--- src/rtl/sfdp_pkg.sv ---
// sfdp_pkg: constants, field layouts and types of the flash parameter table
// assumes: one clock, synchronous active-high reset, byte-wide register port
// How it works
// - erase-size field of 30H reads 01b
// - write granularity bit reads one
// - status protection bits reported nonvolatile
// - volatile-write bits zero, byte 30H is E5H
// - bits 7:5 of 30H always 111b
// - three-byte addressing only, byte 32H is F1H
// - no DTR; dual and quad reads supported
// - 1-4-4 read reports 44H and EBH
// - 1-1-4 read reports 08H and 6BH
// - 1-1-2 read reports 08H and 3BH
// - 1-2-2 read reports 42H and BBH
// - 2-2-2 absent, 4-4-4 present, byte 40H FEH
// - 4-4-4 read reports 44H and EBH
// - erase size byte is power-of-two exponent
// - erase type 1 is 0CH, 20H
// - erase type 2 is 0FH, 52H
// - erase type 3 is 10H, D8H
// - erase type 4 absent: 00H, FFH
// - header points to 30H, nine double words

package sfdp_pkg;

   // ==========================================================
   // register port
   typedef struct packed {
      logic [7:0] addr;
      logic [7:0] wrData;
      logic wrStb;
      logic rdStb;
   } sfdp_req_t;

   localparam logic [7:0] BYTE_ONES = 8'hFF;
   localparam logic [6:0] CTRL_PAD = 7'h00;
   localparam logic [7:0] OFS_CTRL = 8'hF0;
   localparam logic [7:0] OFS_REFUSED = 8'hF1;
   localparam int CTRL_EN_BIT = 0;
   localparam logic CTRL_EN_RST = 1'b1;

   // ==========================================================
   // parameter header
   localparam logic [7:0] OFS_HDR_LEN = 8'h0B;
   localparam logic [7:0] HDR_LEN_DWORDS = 8'h09;
   localparam logic [7:0] OFS_PTR_LO = 8'h0C;
   localparam logic [7:0] OFS_PTR_MID = 8'h0D;
   localparam logic [7:0] OFS_PTR_HI = 8'h0E;
   localparam logic [23:0] TABLE_START_POINTER = 24'h000030;

   // ==========================================================
   // table offsets
   localparam logic [7:0] OFS_ERASE_CAP = 8'h30;
   localparam logic [7:0] OFS_ERASE4K_OPC = 8'h31;
   localparam logic [7:0] OFS_RD_CAP = 8'h32;
   localparam logic [7:0] OFS_RD_PAD = 8'h33;
   localparam logic [7:0] OFS_DENSITY = 8'h34;
   localparam logic [7:0] OFS_DESC_BASE = 8'h38;
   localparam logic [7:0] OFS_WIDE_CAP = 8'h40;
   localparam logic [7:0] OFS_DESC222 = 8'h46;
   localparam logic [7:0] OFS_DESC222_OPC = 8'h47;
   localparam logic [7:0] OFS_DESC444 = 8'h4A;
   localparam logic [7:0] OFS_DESC444_OPC = 8'h4B;
   localparam logic [7:0] OFS_ERASE_BASE = 8'h4C;
   localparam logic [7:0] OFS_TABLE_LAST = 8'h53;
   localparam logic [31:0] DENSITY_DEFAULT = 32'hFFFFFFFF;

   // ==========================================================
   // byte 30H fields
   localparam logic [1:0] ERASE_4K_CODE = 2'h1;
   localparam logic WR_GRAN_64 = 1'b1;
   localparam logic VOL_STATUS = 1'b0;
   localparam logic VOL_WE_SEL = 1'b0;
   localparam logic [2:0] PAD3 = 3'h7;

   // ==========================================================
   // byte 32H and 40H fields
   localparam logic FR112_OK = 1'b1;
   localparam logic [1:0] ADDR_3BYTE_ONLY = 2'h0;
   localparam logic DTR_OK = 1'b0;
   localparam logic FR122_OK = 1'b1;
   localparam logic FR144_OK = 1'b1;
   localparam logic FR114_OK = 1'b1;
   localparam logic PAD1 = 1'b1;
   localparam logic FR222_OK = 1'b0;
   localparam logic FR444_OK = 1'b1;

   // ==========================================================
   // fast read descriptors: 1-4-4, 1-1-4, 1-1-2, 1-2-2, 2-2-2, 4-4-4
   localparam int DESC_N = 6;
   localparam int D222 = 4;
   localparam int D444 = 5;
   localparam logic [4:0] DESC_WAIT [DESC_N] = '{5'h04, 5'h08, 5'h08, 5'h02, 5'h00, 5'h04};
   localparam logic [2:0] DESC_MODE [DESC_N] = '{3'h2, 3'h0, 3'h0, 3'h2, 3'h0, 3'h2};
   localparam logic [7:0] DESC_OPC [DESC_N] = '{8'hEB, 8'h6B, 8'h3B, 8'hBB, 8'hFF, 8'hEB};

   // ==========================================================
   // erase types 1 to 4
   localparam logic [7:0] ERASE_ABSENT = 8'h00;
   localparam logic [7:0] ERASE_SIZE [4] = '{8'h0C, 8'h0F, 8'h10, 8'h00};
   localparam logic [7:0] ERASE_OPC [4] = '{8'h20, 8'h52, 8'hD8, 8'hFF};

   // ==========================================================
   // whole-byte cross checks
   localparam logic [7:0] EXP_ERASE_CAP = 8'hE5;
   localparam logic [7:0] EXP_RD_CAP = 8'hF1;
   localparam logic [7:0] EXP_WIDE_CAP = 8'hFE;
   localparam logic [7:0] EXP_DESC [DESC_N] = '{8'h44, 8'h08, 8'h08, 8'h42, 8'h00, 8'h44};

   // ==========================================================
   // state
   typedef struct packed {
      logic [7:0] rdData;
      logic tableEn;
   } sfdp_top_state_t;

   typedef struct packed {
      logic [7:0] count;
   } sfdp_cnt_state_t;

   localparam sfdp_top_state_t TOP_STATE_RST = '{rdData: BYTE_ONES, tableEn: CTRL_EN_RST};
   localparam logic [7:0] CNT_ZERO = 8'h00;
   localparam logic [7:0] CNT_MAX = 8'hFF;
   localparam logic [7:0] CNT_ONE = 8'h01;

endpackage

--- src/rtl/sfdp_param_table.sv ---
// sfdp_param_table: read-only flash parameter table behind a byte register port
// assumes: strobes are single cycles, never both at once; read data one cycle later
//
// Decided for this implementation: the address-and-strobe port and the address map.
`timescale 1ns/100ps
`default_nettype none

module sfdp_param_table
   import sfdp_pkg::*;
#(
   parameter logic [31:0] FLASH_DENSITY = DENSITY_DEFAULT
)
(
   input wire logic clk,
   input wire logic rst,
   input wire sfdp_req_t req,
   output logic [7:0] rdData
);

   // ==========================================================
   // declarations
   sfdp_top_state_t st_r;
   sfdp_top_state_t st_nxt;
   logic [7:0] descParam [DESC_N];
   logic [7:0] descOpc [DESC_N];
   logic [DESC_N-1:0] descWait;
   logic [7:0] eraseCapByte;
   logic [7:0] rdCapByte;
   logic [7:0] wideCapByte;
   logic [7:0] tableByte;
   logic [7:0] readByte;
   logic [7:0] eraseOfs;
   logic [7:0] descOfs;
   logic [7:0] densOfs;
   logic [7:0] refusedCnt;
   logic refusedWrite;

   // ==========================================================
   // fast read descriptors
   genvar gi;
   generate
      for (gi = 0; gi < DESC_N; gi++) begin : g_desc
         sfdp_read_desc #(
            .WAIT_STATES(DESC_WAIT[gi]),
            .MODE_BITS(DESC_MODE[gi]),
            .OPCODE(DESC_OPC[gi])
         ) u_desc (
            .paramByte(descParam[gi]),
            .opcodeByte(descOpc[gi]),
            .waitUsed(descWait[gi])
         );
      end
   endgenerate

   // ==========================================================
   // capability bytes
   // erase and write capability
   assign eraseCapByte = {PAD3, VOL_WE_SEL, VOL_STATUS, WR_GRAN_64, ERASE_4K_CODE};

   // address width and lane support
   assign rdCapByte = {PAD1, FR114_OK, FR144_OK, FR122_OK, DTR_OK, ADDR_3BYTE_ONLY, FR112_OK};

   // double and quad lane support
   assign wideCapByte = {PAD3, FR444_OK, PAD3, FR222_OK};

   // ==========================================================
   // table lookup
   always_comb begin
      tableByte = BYTE_ONES;
      eraseOfs = req.addr - OFS_ERASE_BASE;
      descOfs = req.addr - OFS_DESC_BASE;
      densOfs = req.addr - OFS_DENSITY;
      if (req.addr == OFS_HDR_LEN) begin
         tableByte = HDR_LEN_DWORDS;
      end else if (req.addr == OFS_PTR_LO) begin
         tableByte = TABLE_START_POINTER[7:0];
      end else if (req.addr == OFS_PTR_MID) begin
         tableByte = TABLE_START_POINTER[15:8];
      end else if (req.addr == OFS_PTR_HI) begin
         tableByte = TABLE_START_POINTER[23:16];
      end else if (req.addr == OFS_ERASE_CAP) begin
         tableByte = eraseCapByte;
      end else if (req.addr == OFS_ERASE4K_OPC) begin
         tableByte = ERASE_OPC[0];
      end else if (req.addr == OFS_RD_CAP) begin
         tableByte = rdCapByte;
      end else if (req.addr >= OFS_DENSITY && req.addr < OFS_DESC_BASE) begin
         tableByte = FLASH_DENSITY[{densOfs[1:0], 3'h0} +: 8];
      end else if (req.addr >= OFS_DESC_BASE && req.addr < OFS_WIDE_CAP) begin
         // 1-4-4, 1-1-4, 1-1-2, 1-2-2 in pairs
         tableByte = descOfs[0] ? descOpc[descOfs[2:1]] : descParam[descOfs[2:1]];
      end else if (req.addr == OFS_WIDE_CAP) begin
         tableByte = wideCapByte;
      end else if (req.addr == OFS_DESC222) begin
         tableByte = descParam[D222];
      end else if (req.addr == OFS_DESC222_OPC) begin
         tableByte = descOpc[D222];
      end else if (req.addr == OFS_DESC444) begin
         tableByte = descParam[D444];
      end else if (req.addr == OFS_DESC444_OPC) begin
         tableByte = descOpc[D444];
      end else if (req.addr >= OFS_ERASE_BASE && req.addr <= OFS_TABLE_LAST) begin
         // size exponent then opcode for each erase type
         tableByte = eraseOfs[0] ? ERASE_OPC[eraseOfs[2:1]] : ERASE_SIZE[eraseOfs[2:1]];
      end
   end

   // ==========================================================
   // read mux
   always_comb begin
      if (req.addr == OFS_CTRL) begin
         readByte = {CTRL_PAD, st_r.tableEn};
      end else if (req.addr == OFS_REFUSED) begin
         readByte = refusedCnt;
      end else if (!st_r.tableEn) begin
         readByte = BYTE_ONES;
      end else begin
         readByte = tableByte;
      end
   end

   // ==========================================================
   // write side: only the control byte takes data
   assign refusedWrite = req.wrStb && req.addr != OFS_CTRL;

   sfdp_sat_count u_refused (
      .clk(clk),
      .rst(rst),
      .bump(refusedWrite),
      .count(refusedCnt)
   );

   // ==========================================================
   // state
   always_comb begin
      st_nxt = st_r;
      if (req.wrStb && req.addr == OFS_CTRL) begin
         st_nxt.tableEn = req.wrData[CTRL_EN_BIT];
      end
      if (req.rdStb) begin
         st_nxt.rdData = readByte;
      end
   end

   always_ff @(posedge clk) begin
      if (rst) begin
         st_r <= TOP_STATE_RST;
      end else begin
         st_r <= st_nxt;
      end
   end

   assign rdData = st_r.rdData;
endmodule
`default_nettype wire

--- src/rtl/sfdp_read_desc.sv ---
// sfdp_read_desc: packs one fast read descriptor into its two table bytes
// assumes: wait, mode and opcode fixed at elaboration
`timescale 1ns/100ps
`default_nettype none

module sfdp_read_desc
   import sfdp_pkg::*;
#(
   parameter logic [4:0] WAIT_STATES = 5'h00,
   parameter logic [2:0] MODE_BITS = 3'h0,
   parameter logic [7:0] OPCODE = 8'hFF
)
(
   output logic [7:0] paramByte,
   output logic [7:0] opcodeByte,
   output logic waitUsed
);

   // ==========================================================
   // packing
   assign paramByte = {MODE_BITS, WAIT_STATES};
   assign opcodeByte = OPCODE;
   assign waitUsed = (WAIT_STATES != 5'h00);

endmodule
`default_nettype wire

--- src/rtl/sfdp_sat_count.sv ---
// sfdp_sat_count: saturating count of refused writes
// assumes: bump is a one-cycle pulse synchronous to clk
`timescale 1ns/100ps
`default_nettype none

module sfdp_sat_count
   import sfdp_pkg::*;
(
   input wire logic clk,
   input wire logic rst,
   input wire logic bump,
   output logic [7:0] count
);

   sfdp_cnt_state_t st_r;
   sfdp_cnt_state_t st_nxt;

   // ==========================================================
   // counter
   always_comb begin
      st_nxt = st_r;
      if (bump && st_r.count != CNT_MAX) begin
         st_nxt.count = st_r.count + CNT_ONE;
      end
   end

   always_ff @(posedge clk) begin
      if (rst) begin
         st_r <= '{count: CNT_ZERO};
      end else begin
         st_r <= st_nxt;
      end
   end

   assign count = st_r.count;
endmodule
`default_nettype wire

--- config.mk ---
export PLATFORM = sky130hd
export DESIGN_NAME = sfdp_param_table
export DESIGN_NICKNAME = d
export VERILOG_FILES = /design/src/rtl/sfdp_pkg.sv /design/src/rtl/sfdp_param_table.sv /design/src/rtl/sfdp_read_desc.sv /design/src/rtl/sfdp_sat_count.sv
export SDC_FILE = /design/constraint.sdc
export NUM_CORES = 1
export LEC_CHECK = 0
export BUFFER_PORTS_ARGS = -buffer_cell sky130_fd_sc_hd__buf_2
export CAP_MARGIN = 20
export CORE_MARGIN = 5
export CORE_UTILIZATION = 35
export CTS_CLUSTER_SIZE = 24
export DETAILED_ROUTE_END_ITERATION = 12
export PLACE_DENSITY = 0.64
export SLEW_MARGIN = 20
export SYNTH_ARGS = -nofsm -noshare
export SYNTH_HDL_FRONTEND = slang
export SYNTH_SLANG_ARGS = --single-unit
--- constraint.sdc ---
create_clock -name clk -period 4.85 [get_ports clk]
set_clock_uncertainty 0.15 [all_clocks]
set_input_delay 0.485 -clock clk [delete_from_list [all_inputs] [get_ports clk]]
set_output_delay 0.485 -clock clk [all_outputs]
set_load 0.02 [all_outputs]
# Word level (Yosys, flattened, before mapping)
# Memory sizes are Yosys's and may differ from the RTL's.
# Cells that the tools add are included.
[op_classes]
magnitude_cmp = 8
reduce_logical = 6
n_addsub = 4
eq_ne = 16
n_mux = 30
n_shift = 1
bitwise_logic = 2
[op_table]
columns = ["cell", "n"]
rows = [
  ["$mux 8", 28],
  ["$eq 8x7->1 const B", 5],
  ["$bmux 8 s2", 2],
  ["$eq 8x4->1 const B", 4],
  ["$shiftx 32x6->8 const A", 1],
  ["$eq 8x6->1 const B", 3],
  ["$eq 8x8->1 const B", 2],
  ["$ge 8x6->1 const B", 2],
  ["$ne 8x8->1 const B", 2],
  ["$add 8x1->8 const B", 1],
  ["$ge 8x7->1 const B", 1],
  ["$le 8x7->1 const B", 1],
  ["$lt 8x6->1 const B", 1],
  ["$lt 8x7->1 const B", 1],
  ["$logic_and 1x1->1", 6],
  ["$not 2->3", 2],
  ["$ge 3x4->1 const B", 1],
  ["$ge 3x3->1 const B", 1],
  ["$sub 3x1->3 const B", 1],
  ["$sub 3x3->3 const B", 1],
  ["$sub 2x1->2 const B", 1],
]
[word_totals]
inputBits = 20
wordCells = 72
register_bits = 17
n_memories = 2
output_inout_bits = 8
rom_bits = 128
[memory_table]
columns = ["memory", "depth", "width", "read_ports", "rd_ports_with_merged_regs", "wr", "line", "source"]
rows = [
  ["(name not given)", 8, 8, 1, 0, 0, "sfdp_param_table.sv:91", "tableByte = descOfs[0] ? descOpc[descOfs[2:1]] : descParam[descOfs[2:1]];"],
  ["(name not given)", 8, 8, 1, 0, 0, "sfdp_param_table.sv:91", ""],
]

# Longest topological paths before layout
# Gate-level depths: netlist (run 1).
[depth]
ltp_word = 24
depth_mapped = 8
ltp_nobuf = 7

# Modules after synthesis
# A second synthesis (run 1) with hierarchy kept.
[hier_totals]
cells_unflattened = 455
area_unflattened_um2 = 3427.0
[by_module_without_submodules]
columns = ["module", "area_per_inst_um2", "instances", "seq_area_each_um2", "cells_each"]
rows = [
  ["sfdp_param_table", 2185.8, 1, 180.2, 295],
  ["sfdp_read_desc", 135.1, 6, 0.0, 19],
  ["sfdp_sat_count", 430.4, 1, 160.2, 46],
]

# Worst setup path before layout (run 1)
# OpenSTA, ideal clock, no wires.
[synth_timing]
path_type = "input-to-reg"
startpoint = "input port req[15] in the netlist's numbering"
endpoint = "register st_r (netlist bit rdData[2])"
slack_ns = 2.632
setup_time_ns = 0.124
path_stages = 6
t_arrival_ns = 1.944
path_cell_list = "buf_6 -> or4b_4 -> or4_4 -> o21a_1 -> a41oi_2 -> o31ai_1"
[synth_between]
elab_chain_len = 20
elab_cells_between_ends = 41
classes_between = "order compare: 6; eq/ne: 14; mux: 18; reduce/logical: 3"
[synth_rtl]
columns = ["element", "line", "source"]
rows = [
  ["start, declared", "sfdp_param_table.sv:16", "input wire sfdp_req_t req,"],
  ["$ge 8x7->1 or $le 8x7->1 (tied branches)", "sfdp_param_table.sv:102", "end else if (req.addr >= OFS_ERASE_BASE && req.addr <= OFS_TABLE_LAST) begin"],
  ["$logic_and 1x1->1", "sfdp_param_table.sv:102", ""],
  ["$mux 8", "sfdp_param_table.sv:102", ""],
  ["$mux 8", "sfdp_param_table.sv:100", "end else if (req.addr == OFS_DESC444_OPC) begin"],
  ["$mux 8", "sfdp_param_table.sv:98", "end else if (req.addr == OFS_DESC444) begin"],
  ["$mux 8", "sfdp_param_table.sv:96", "end else if (req.addr == OFS_DESC222_OPC) begin"],
  ["$mux 8", "sfdp_param_table.sv:94", "end else if (req.addr == OFS_DESC222) begin"],
  ["$mux 8", "sfdp_param_table.sv:92", "end else if (req.addr == OFS_WIDE_CAP) begin"],
  ["(+4 left out)", "--", ""],
  ["$mux 8", "sfdp_param_table.sv:81", "end else if (req.addr == OFS_ERASE_CAP) begin"],
  ["$mux 8", "sfdp_param_table.sv:79", "end else if (req.addr == OFS_PTR_HI) begin"],
  ["$mux 8", "sfdp_param_table.sv:77", "end else if (req.addr == OFS_PTR_MID) begin"],
  ["$mux 8", "sfdp_param_table.sv:75", "end else if (req.addr == OFS_PTR_LO) begin"],
  ["$mux 8", "sfdp_param_table.sv:73", "if (req.addr == OFS_HDR_LEN) begin"],
  ["$mux 8", "sfdp_param_table.sv:115", "end else if (!st_r.tableEn) begin"],
  ["$mux 8", "sfdp_param_table.sv:113", "end else if (req.addr == OFS_REFUSED) begin"],
  ["$mux 8 (*)", "sfdp_param_table.sv:111", "if (req.addr == OFS_CTRL) begin"],
  ["end signal, assigned", "sfdp_param_table.sv:149", "st_r <= st_nxt;"],
  ["end, declared", "sfdp_param_table.sv:22", "sfdp_top_state_t st_r;"],
]
# Mark *: on every way between the ends. The rest lies on a longest branch, timed or not.
# A chain may end at the register's enable or synchronous reset.

# Worst setup path in the final report (run 1)
[layout_timing]
startpoint = "input port req[13] in the netlist's numbering"
endpoint = "register st_r (netlist bit rdData[6])"
# Same word-level chain as after synthesis.

==> out/metrics.cfg, run 1 <==
[grt]
overflow = 0
grt_pass1_wl_um = 7270
grt_pass1_vias = 1458
grt_max_degree = 36
antenna_found_initial = 0
grt_usage_pct = 14.2

[clock_network]
cts.clk_slew.worst_paths_ns = 0.07
cts_buffers = 3
cts_tree = done
clock_latency_ns = 0.25
htree_levels = 1
cts_hold_buffers = 0
cts.root.buffer_cell = clkbuf_8
post_cts.resized_instances = 0
post_cts_buffers = 0
clkSinkCount = 17
max-clock-path-buffers = 2

[cells_and_area]
drive_above_1_share_pct = 14.9
antenna_cells = 0
final_common_cell = nand2_1
syn_to_final_growth_pct = 5.11
postLayoutCoreUtil_pct = 37.3
layout_common_cells = 24 x nand2_1, 21 x nor2_1, 20 x buf_2, 17 x dfxtp_1, 14 x o21ai_0
num-nets-final = 249

[yosys]
syn_avg_cell_area_um2 = 7.43
ys_seq_area_share_pct = 20.7
synth-edff-count = 0
synth-seq-cells = 17
synth_simple_gate_area_share_pct = 32.2
synth_compound_gate_area_share_pct = 26.4
synth-async-reset-ratio_pct = 0
synthXorXnorAreaFrac_pct = 4.80
yosysWarnings = 0
synthTopCellsByArea = dfxtp_1 21%, nand2_1 5.5%, ha_1 5.3%, nor2_1 4.8%, xnor2_1 4.8%
synth_top_family_by_area = simple AND/OR/NAND/NOR gates
synthCells = 221
synth_fa_ha_area_share_pct = 5.34
syn-num-nets = 248
syn_area_mm2 = 0.00164
netlist-cell-type-count = 59
yosysTopAreaCell = dfxtp_1
synth_ff_type = dfxtp_1
synthMuxAreaShare_pct = 1.22
synth_top_area_share_pct = 20.7

[timing]
slew_violations = 0
finalCritPeriodShare_pct = 45.6
max_slew.worst_pin.slew_ns = 0.599
rsz0062_at_grt = false
setup-tns-final_ns = 0
fmax_mhz = 453
relSlewSlack_pct = 60.1
hold_viol_final = 0
holdWs_ns = 0.316
finalSetupViolations = 0
fin_ws_ns = 2.64
period_minus_slack_ns = 2.21

[setup_path]
r2r-start = u_refused.count[0]$_SDFFE_PP0P_
crit_path_end_kind = register
startpoint = req[13]
endpoint = rdData[6]$_SDFFE_PP1P_
worst-setup-path-type = in -> reg
crit_path_start_kind = input pin
worstReg2RegEnd = u_refused.count[0]$_SDFFE_PP0P_
r2r_cells = 6
ff2ff_setup_slack_ns = 3.12
worstPathMaxFanout = 20
crit_chain = buf_2 > or3b_2 > nor3_1 > a22oi_1 > o2111ai_1 > a21oi_1
max_stage_delay_ns = 0.53
critical_path_required_ns = 4.84
critical_path_buf_inv_count = 1
worstPathArrival_ns = 2.20
crit_slowest_cell = or3b_2
critPathTopFamily = simple AND/OR/NAND/NOR gates
path_depth = 6

[place]
hpwlAfterDp_um = 3010
preCtsSetupSlack_ns = 2.42
io_buffers = 20
gp_congestion = 0.808

[routing]
via_per_inst = 5.93
vias = 1630
wire_per_inst_um = 15.1
dr.pass1.iters = 4
first_iter_violations = 210
wl_um = 4160
drc = 0
antenna_left = 0

[pwr]
intPower_uw = 228
seq_power_share_pct = 45.1
p_per_area_mw_per_mm2 = 190
p_clk_share_pct = 32.1
comb_power_share_pct = 22.8
ir_worst_vdd_mv = 0.0949
power_leakage_nw = 0.599
p_sw_share_pct = 30.6
switchingPower_uw = 101
power_uw = 329

[floorplan]
initial_core_util_pct = 35.5
die_area_mm2 = 0.00616
fp.dieW_um = 78.5
boundaryPins = 28
core_area_mm2 = 0.00463
dieHeight_um = 78.5
core.rowCount = 25

[min_path]
hp-class = reg -> reg
min_from = rdData[4]$_SDFFE_PP1P_

[outcome]
status = finished, final reports clean

[job]
maxCapViolCount = 0

## flip-flops by register name, summed over array words and instances (netlist names)
| register | flops |
|---|---|
| rdData | 8 |
| st_r | 1 |
| u_refused.count | 8 |
## cells in the mapped netlist, drive strengths merged (3+ instances only)
library cell	number
nand2b	5
o211ai	3
ha	7
nor3b	3
xnor2	9
a31oi	5
o21a	3
a21oi	10
buf	14
inv	4
nor2	22
nor4	5
nand3	8
o2111a	3
nand4	4
nand2	24
clkbuf	11
o21ai	15
dfxtp	17
nor3	5
## per-layer routing
layer | routed length (um) | up-vias | GRT usage [%]
met2 | 1940 | 54 | 22.7
met4 | 56 | 0 | 3.50
met1 | 1960 | 756 | 19.6
met3 | 203 | 6 | 2.52
li1 | - | 814 | -
met5 | 0 | - | 0
## worst min-delay path: stages, from the launching register on
cell and delay, ns:
dfxtp_1 0.32, a21oi_1 0.06, o21ai_0 0.06
## metrics by stage
step,cells,instance area [um^2]
CTS,275,1730
global route,275,1730
detailed placement,271,1680
global placement,271,1680
floorplan,221,1640
finish,275,1730
## how the worst min path moves through the flow
stage | endpoint | depth (start not counted) | slack (ns)
3_5_place_dp | rdData[4]$_SDFFE_PP1P_ | 2 | 0.31
6_report | rdData[4]$_SDFFE_PP1P_ | 2 | 0.32
5_1_grt | st_r[0]$_SDFFE_PP1P_ | 2 | 0.33
2_1_floorplan | rdData[0]$_SDFFE_PP1P_ | 2 | 0.29
3_3_place_gp | rdData[0]$_SDFFE_PP1P_ | 2 | 0.30
4_1_cts | st_r[0]$_SDFFE_PP1P_ | 2 | 0.32
## final cells by class
class	count	area, um^2
fillers	498	2900
multi-input cells	175	1150
flip-flops and latches	17	340
repair buffers	21	108
well taps	54	67.6
clock buffers	3	41.3
inverters	4	15.0
clock inverters	1	5.00
## cells by family (layout without fill, tap and decap cells)
logic type / count (synthesis) / after routing
DFF: 17 / 17
muxes: 2 / 2
and+or+nand+nor: 96 / 96
xor gates and xnor gates: 9 / 9
AOI/OAI and AO/OA: 61 / 61
buffers and inverters: 29 / 29
adders and majority gates: 7 / 7
## power groups by stage
stage               logic [mW]  clock network [mW]  registers, mW
finish                  0.0749               0.106          0.148
global route            0.0843               0.118          0.149
CTS                     0.0742               0.109          0.148
detailed placement      0.0738                   0          0.151
global placement        0.0737                   0          0.151
floorplan               0.0599                   0          0.150
(Power assumes the default switching activity.)
==> run 2, diff against run 1 <==
--- a/config.mk
+++ b/config.mk
@@ -5,13 +5,14 @@
 export SDC_FILE = /design/constraint.sdc
 export NUM_CORES = 1
 export LEC_CHECK = 0
+export ABC_AREA = 1
 export BUFFER_PORTS_ARGS = -buffer_cell sky130_fd_sc_hd__buf_2
 export CAP_MARGIN = 20
 export CORE_MARGIN = 5
 export CORE_UTILIZATION = 35
 export CTS_CLUSTER_SIZE = 24
 export DETAILED_ROUTE_END_ITERATION = 12
-export PLACE_DENSITY = 0.64
+export PLACE_DENSITY = 0.66
 export SLEW_MARGIN = 20
 export SYNTH_ARGS = -nofsm -noshare
 export SYNTH_HDL_FRONTEND = slang
==> constraint.sdc (replaced) <==
create_clock -name clk -period 2 [get_ports clk]
set_clock_uncertainty 0.15 [all_clocks]
set_input_delay 0.2 -clock clk [delete_from_list [all_inputs] [get_ports clk]]
set_output_delay 0.2 -clock clk [all_outputs]
set_load 0.02 [all_outputs]
==> run 2 against run 1 <==
Global-route usage down 2.3 points; sequential power up 140%; via count down 6.8%; total power up 140%; critical path type is now reg -> reg; largest cell class unchanged.
==> out/metrics.cfg, run 2 <==
[outcome]
status = finished, final reports clean

[timing]
fmax_mhz = 610
slew_violations = 0
max_slew.worst_pin.slew_ns = 0.330
rsz0062_at_grt = false
finalSetupViolations = 0
setup-tns-final_ns = 0
period_minus_slack_ns = 1.64
finalCritPeriodShare_pct = 82.0
hold_viol_final = 0
relSlewSlack_pct = 78.0

[cells_and_area]
num-nets-final = 287
fillerInstances = 480
postLayoutCoreUtil_pct = 38.5
register_area_um2 = 340
layout_common_cells = 59 x nand2_1, 36 x inv_1, 24 x a21oi_1, 20 x buf_2
multi_input_area_um2 = 940
drive_above_1_share_pct = 18.5
final_common_cell = nand2_1
antenna_cells = 0
syn_to_final_growth_pct = 8.89

[clock_network]
cts_tree = done
cts_buffers = 3
clkSinkCount = 17
post_cts_buffers = 0
cts_hold_buffers = 0
post_cts.resized_instances = 0
cts.root.buffer_cell = clkbuf_8
max-clock-path-buffers = 2
clock_latency_ns = 0.25
htree_levels = 1
cts.clk_slew.worst_paths_ns = 0.06

[yosys]
yosysWarnings = 0
synthMuxAreaShare_pct = 0
synth_compound_gate_area_share_pct = 14.4
synth_top_area_share_pct = 22.4
synth-async-reset-ratio_pct = 0
synth_ff_type = dfxtp_1
ys_seq_area_share_pct = 22.4
synth_top_family_by_area = simple AND/OR/NAND/NOR gates
synthXorXnorAreaFrac_pct = 0
netlist-cell-type-count = 29
synthTopCellsByCount = 59 x nand2_1, 36 x inv_1, 24 x a21oi_1
synth_fa_ha_area_share_pct = 5.76
synth-seq-cells = 17
syn_avg_cell_area_um2 = 6.20
synth_simple_gate_area_share_pct = 41.6
syn_area_mm2 = 0.00152
synthTopCellsByArea = dfxtp_1 22%, nand2_1 15%, inv_1 8.9%, a21oi_1 7.9%, nand4_1 6.2%
syn-num-nets = 272
synthCells = 245
yosysMostFrequentCell = nand2_1
synth-edff-count = 0
yosysTopAreaCell = dfxtp_1

[pwr]
p_clk_share_pct = 31.7
seq_power_share_pct = 45.0
intPower_uw = 555
ir_worst_vdd_mv = 0.226
switchingPower_uw = 245
power_leakage_nw = 0.762
comb_power_share_pct = 23.2
p_sw_share_pct = 30.6
p_per_area_mw_per_mm2 = 483

[setup_path]
worstPathArrival_ns = 1.68
worstPathMaxFanout = 7
ff2ff_setup_slack_ns = 0.36
crit_path_start_kind = register
critical_path_required_ns = 2.04
crit_path_end_kind = register
worst-setup-path-type = reg -> reg

[min_path]
hp-class = in -> reg

[grt]
overflow = 0
grt_usage_pct = 11.9
grt_max_degree = 13
grt_pass1_vias = 1419
grt_pass1_wl_um = 5990
antenna_found_initial = 0

[job]
maxCapViolCount = 0

[place]
hpwlAfterDp_um = 2700
io_buffers = 20
gp_congestion = 0.902

[routing]
drc = 0
antenna_left = 0
wire_per_inst_um = 10.8
first_iter_violations = 118
via_per_inst = 4.88
vias = 1519
dr.pass1.iters = 5
wl_um = 3360

[floorplan]
initial_core_util_pct = 35.4
core.rowCount = 24
fp.dieW_um = 75.9
dieHeight_um = 75.9
boundaryPins = 28
core_area_mm2 = 0.00429
die_area_mm2 = 0.00576

[run 2: changes by cell type in the layout (fill, tap and decap cells not counted), moves of 4 or more]
cell / delta
nand3_1: +9
nand4_1: +11
inv_2: +6
nor4_1: -5
inv_1: +32
nor2_1: -5
a31oi_1: -4
nand2b_1: -5
a21oi_1: +14
xnor2_1: -9
nand2_1: +35
o21ai_0: -5
[run 2: stage by stage]
| step | power, mW | std cells | area, um^2 | hold slack [ns] | setup WS [ns] |
|---|---|---|---|---|---|
| 2_1_floorplan | 0.511 | 245 | 1520 | 0.204 | 0.506 |
| 3_3_place_gp | 0.551 | 307 | 1610 | 0.295 | 0.263 |
| 3_5_place_dp | 0.554 | 307 | 1610 | 0.300 | 0.265 |
| 4_1_cts | 0.810 | 311 | 1660 | 0.0375 | 0.346 |
| 5_1_grt | 0.851 | 311 | 1660 | 0.0518 | 0.159 |
| 6_report | 0.800 | 311 | 1660 | 0.0362 | 0.360 |
[run 2: cell families (layout without fill, tap and decap cells)]
kind of cell / Yosys count / in the layout
fa+ha+maj: 7 / 7
simple gates: 127 / 127
flops: 17 / 17
buf+inv: 53 / 67
compound gates: 41 / 41
[run 2: metal layers]
layer  vias to the layer above  track usage [%]  part of all wire [%]
met3                         2             2.25                   4.4
met5                         -                0                     0
met2                        33             19.9                    47
met1                       665             15.6                    48
met4                         0             2.67                  0.42
li1                        819                -                     -
[run 2: final cells by class]
type | count | share of cell area (%)
Clock buffer | 4 | 2.72
Inverter | 42 | 9.52
Multi-Input combinational cell | 175 | 56.8
Sequential cell | 17 | 20.6
Tap cell | 52 | 3.93
Timing Repair Buffer | 21 | 6.50
[run 2: worst paths after layout]
path	cells after the start	to	start
setup / recovery	11	u_refused.count[7]$_SDFFE_PP0P_	u_refused.count[1]$_SDFFE_PP0P_
hold reg to reg	2	rdData[4]$_SDFFE_PP1P_	rdData[4]$_SDFFE_PP1P_
hold / removal	3	st_r[0]$_SDFFE_PP1P_	req[2]
setup reg to reg	11	u_refused.count[7]$_SDFFE_PP0P_	u_refused.count[1]$_SDFFE_PP0P_
[run 2: power by group through the flow]
stage / combinational, mW / sequential, mW / clock (mW)
finish: 0.186 / 0.360 / 0.254
global route: 0.215 / 0.361 / 0.275
CTS: 0.187 / 0.360 / 0.263
detailed placement: 0.187 / 0.368 / 0
global placement: 0.184 / 0.367 / 0
floorplan: 0.145 / 0.366 / 0
[run 2: critical path, stage by stage (launching register included)]
cell     delay (ns)
dfxtp_1        0.34
ha_1           0.15
inv_1          0.06
nor3_2         0.22
nand3_1        0.17
nand2_4        0.15
nor2_4         0.05
nand3_2        0.07
nor2_1         0.04
nand2_1        0.05
nand2_1        0.04
nor2_1         0.08
==> run 3, diff against run 2 <==
--- a/config.mk
+++ b/config.mk
@@ -5,7 +5,7 @@
 export SDC_FILE = /design/constraint.sdc
 export NUM_CORES = 1
 export LEC_CHECK = 0
-export ABC_AREA = 1
+export ABC_AREA = 0
 export BUFFER_PORTS_ARGS = -buffer_cell sky130_fd_sc_hd__buf_2
 export CAP_MARGIN = 20
 export CORE_MARGIN = 5
==> constraint.sdc (replaced) <==
create_clock -name clk -period 1.3 [get_ports clk]
set_clock_uncertainty 0.15 [all_clocks]
set_input_delay 0.13 -clock clk [delete_from_list [all_inputs] [get_ports clk]]
set_output_delay 0.13 -clock clk [all_outputs]
set_load 0.02 [all_outputs]
==> run 3 against run 2 <==
The run now ends with negative setup slack left; first-iteration DRC count rose by 88%; routed wire length rose by 69%; via count rose by 28%; hold slack got worse by 0.0080 ns; core utilization rose by 15 points; register-to-register slack got worse by 0.59 ns; combinational power rose by 150%; clock power rose by 59%; sequential cell count did not move; non-clock buffer count rose by 63; critical path type is now in -> reg; highest routed layer unchanged.
==> out/metrics.cfg, run 3 (synthesis gave the netlist of run 1 again) <==
[routing]
drc = 0
first_iter_violations = 222
vias = 1944
dr.pass1.iters = 5
wl_um = 5660
via_per_inst = 5.75
wire_per_inst_um = 16.8
antenna_left = 0

[clock_network]
max-clock-path-buffers = 2
cts_buffers = 3
htree_levels = 1
cts.clk_slew.worst_paths_ns = 0.07
clock_latency_ns = 0.25
clkSinkCount = 17
cts_tree = done
cts.root.buffer_cell = clkbuf_8

[timing]
max_slew.worst_pin.slew_ns = 0.474
slew_violations = 0
hold_viol_final = 0
fmax_mhz = 600
fin_ws_ns = -0.368
rsz0062_at_grt = true
finalSetupViolations = 17
period_minus_slack_ns = 1.67
finalCritPeriodShare_pct = 128
relSlewSlack_pct = 68.0

[setup_path]
crit_chain = buf_8 > or4b_4 > buf_4 > buf_6 > o32ai_2 > a221oi_1 > o21ai_1 > a41oi_1
worst-setup-path-type = in -> reg
worstPathMaxFanout = 4
critical_path_required_ns = 1.28
critical_path_buf_inv_count = 3
ff2ff_setup_slack_ns = -0.23
worstPathArrival_ns = 1.65
r2r-start = u_refused.count[0]$_SDFFE_PP0P_
crit_path_start_kind = input pin
max_stage_delay_ns = 0.53
r2r_cells = 7
crit_slowest_cell = or4b_4
critPathTopFamily = compound AO/OA/AOI/OAI gates
crit_path_end_kind = register
worstReg2RegEnd = u_refused.count[4]$_SDFFE_PP0P_

[floorplan]
die_area_mm2 = 0.00616
dieHeight_um = 78.5
core.rowCount = 25
fp.dieW_um = 78.5
core_area_mm2 = 0.00463
initial_core_util_pct = 35.5
boundaryPins = 28

[grt]
antenna_found_initial = 0
grt_usage_pct = 18.9
grt_pass1_wl_um = 9430
grt_max_degree = 15
overflow = 0
grt_pass1_vias = 1987

[cells_and_area]
layout_common_cells = 56 x buf_4, 23 x nand2_1, 20 x nor2_1, 16 x buf_2, 11 x dfxtp_1
syn_to_final_growth_pct = 52.3
final_common_cell = buf_4
antenna_cells = 0
drive_above_1_share_pct = 45.8
postLayoutCoreUtil_pct = 54.0
num-nets-final = 312

[pwr]
seq_power_share_pct = 39.0
power_leakage_nw = 0.972
p_per_area_mw_per_mm2 = 568
p_clk_share_pct = 28.4
ir_worst_vdd_mv = 0.315
intPower_uw = 972
comb_power_share_pct = 32.5
switchingPower_uw = 448
p_sw_share_pct = 31.5

[min_path]
holdPathStages = 2
hp-class = in -> reg
min_from = req[1]
holdPathEnd = st_r[0]$_SDFFE_PP1P_

[place]
gp_congestion = 0.876
preCtsSetupSlack_ns = -0.652
io_buffers = 20
hpwlAfterDp_um = 4090

[job]
maxCapViolCount = 0

[outcome]
violations = negative setup slack
status = finished with violations

run 3: cell types whose count changed in the layout (fill, tap and decap cells not counted), sizes merged, moves of 5 or more:
cell | previous run | this run
nand2 | 63 | 24
a21oi | 25 | 10
inv | 42 | 4
nand2b | 0 | 5
xnor2 | 0 | 9
buf | 21 | 83
nand3 | 19 | 8
nand4 | 15 | 4
run 3: worst max-delay path by stage:
stage | startpoint | to | cells past startpoint
finish | req[15] | rdData[1]$_SDFFE_PP1P_ | 8
global route | req[15] | rdData[1]$_SDFFE_PP1P_ | 8
CTS | req[15] | rdData[2]$_SDFFE_PP1P_ | 6
detailed placement | req[15] | rdData[2]$_SDFFE_PP1P_ | 6
global placement | req[15] | rdData[2]$_SDFFE_PP1P_ | 6
floorplan | req[15] | rdData[2]$_SDFFE_PP1P_ | 6
run 3: routing by layer:
layer / vias to the layer above / track usage, % / part of all wire, %
met1: 914 / 23.6 / 43
met2: 72 / 33.0 / 49
li1: 945 / - / -
met5: - / 0 / 0
met4: 0 / 6.64 / 2.2
met3: 13 / 2.75 / 5.7
run 3: power by group through the flow:
stage | logic [mW] | clock network, mW | registers [mW]
3_5_place_dp | 0.405 | 0 | 0.561
5_1_grt | 0.501 | 0.426 | 0.557
2_1_floorplan | 0.239 | 0 | 0.561
6_report | 0.462 | 0.404 | 0.554
4_1_cts | 0.442 | 0.414 | 0.554
3_3_place_gp | 0.400 | 0 | 0.561
run 3: area by class of cell:
cell class                      count  area [um^2]
Fill cell                         438         2130
Clock buffer                        3         41.3
Timing Repair Buffer               84          656
Tap cell                           54         67.6
Inverter                            4         15.0
Clock inverter                      1         5.00
Multi-Input combinational cell    175         1370
Sequential cell                    17          348
run 3: through the flow:
stage | instance area [um^2] | power (mW) | TNS (ns) | std cells | hold slack, ns
2_1_floorplan | 1730 | 0.800 | -7.13 | 221 | 0.133
3_3_place_gp | 2200 | 0.961 | -8.50 | 330 | 0.222
3_5_place_dp | 2200 | 0.967 | -8.83 | 330 | 0.236
4_1_cts | 2440 | 1.41 | -3.53 | 337 | 0.0182
5_1_grt | 2500 | 1.48 | -4.73 | 338 | 0.0556
6_report | 2500 | 1.42 | -3.63 | 338 | 0.0282
run 3: repair_timing:
item	CTS	global route
buffers inserted	2	1
hold endpoints to repair	1	0
gates cloned	0	0
hold buffers	1	0
pin swaps	21	17
resized for setup	35	18
endpoints found under the setup margin	17	17
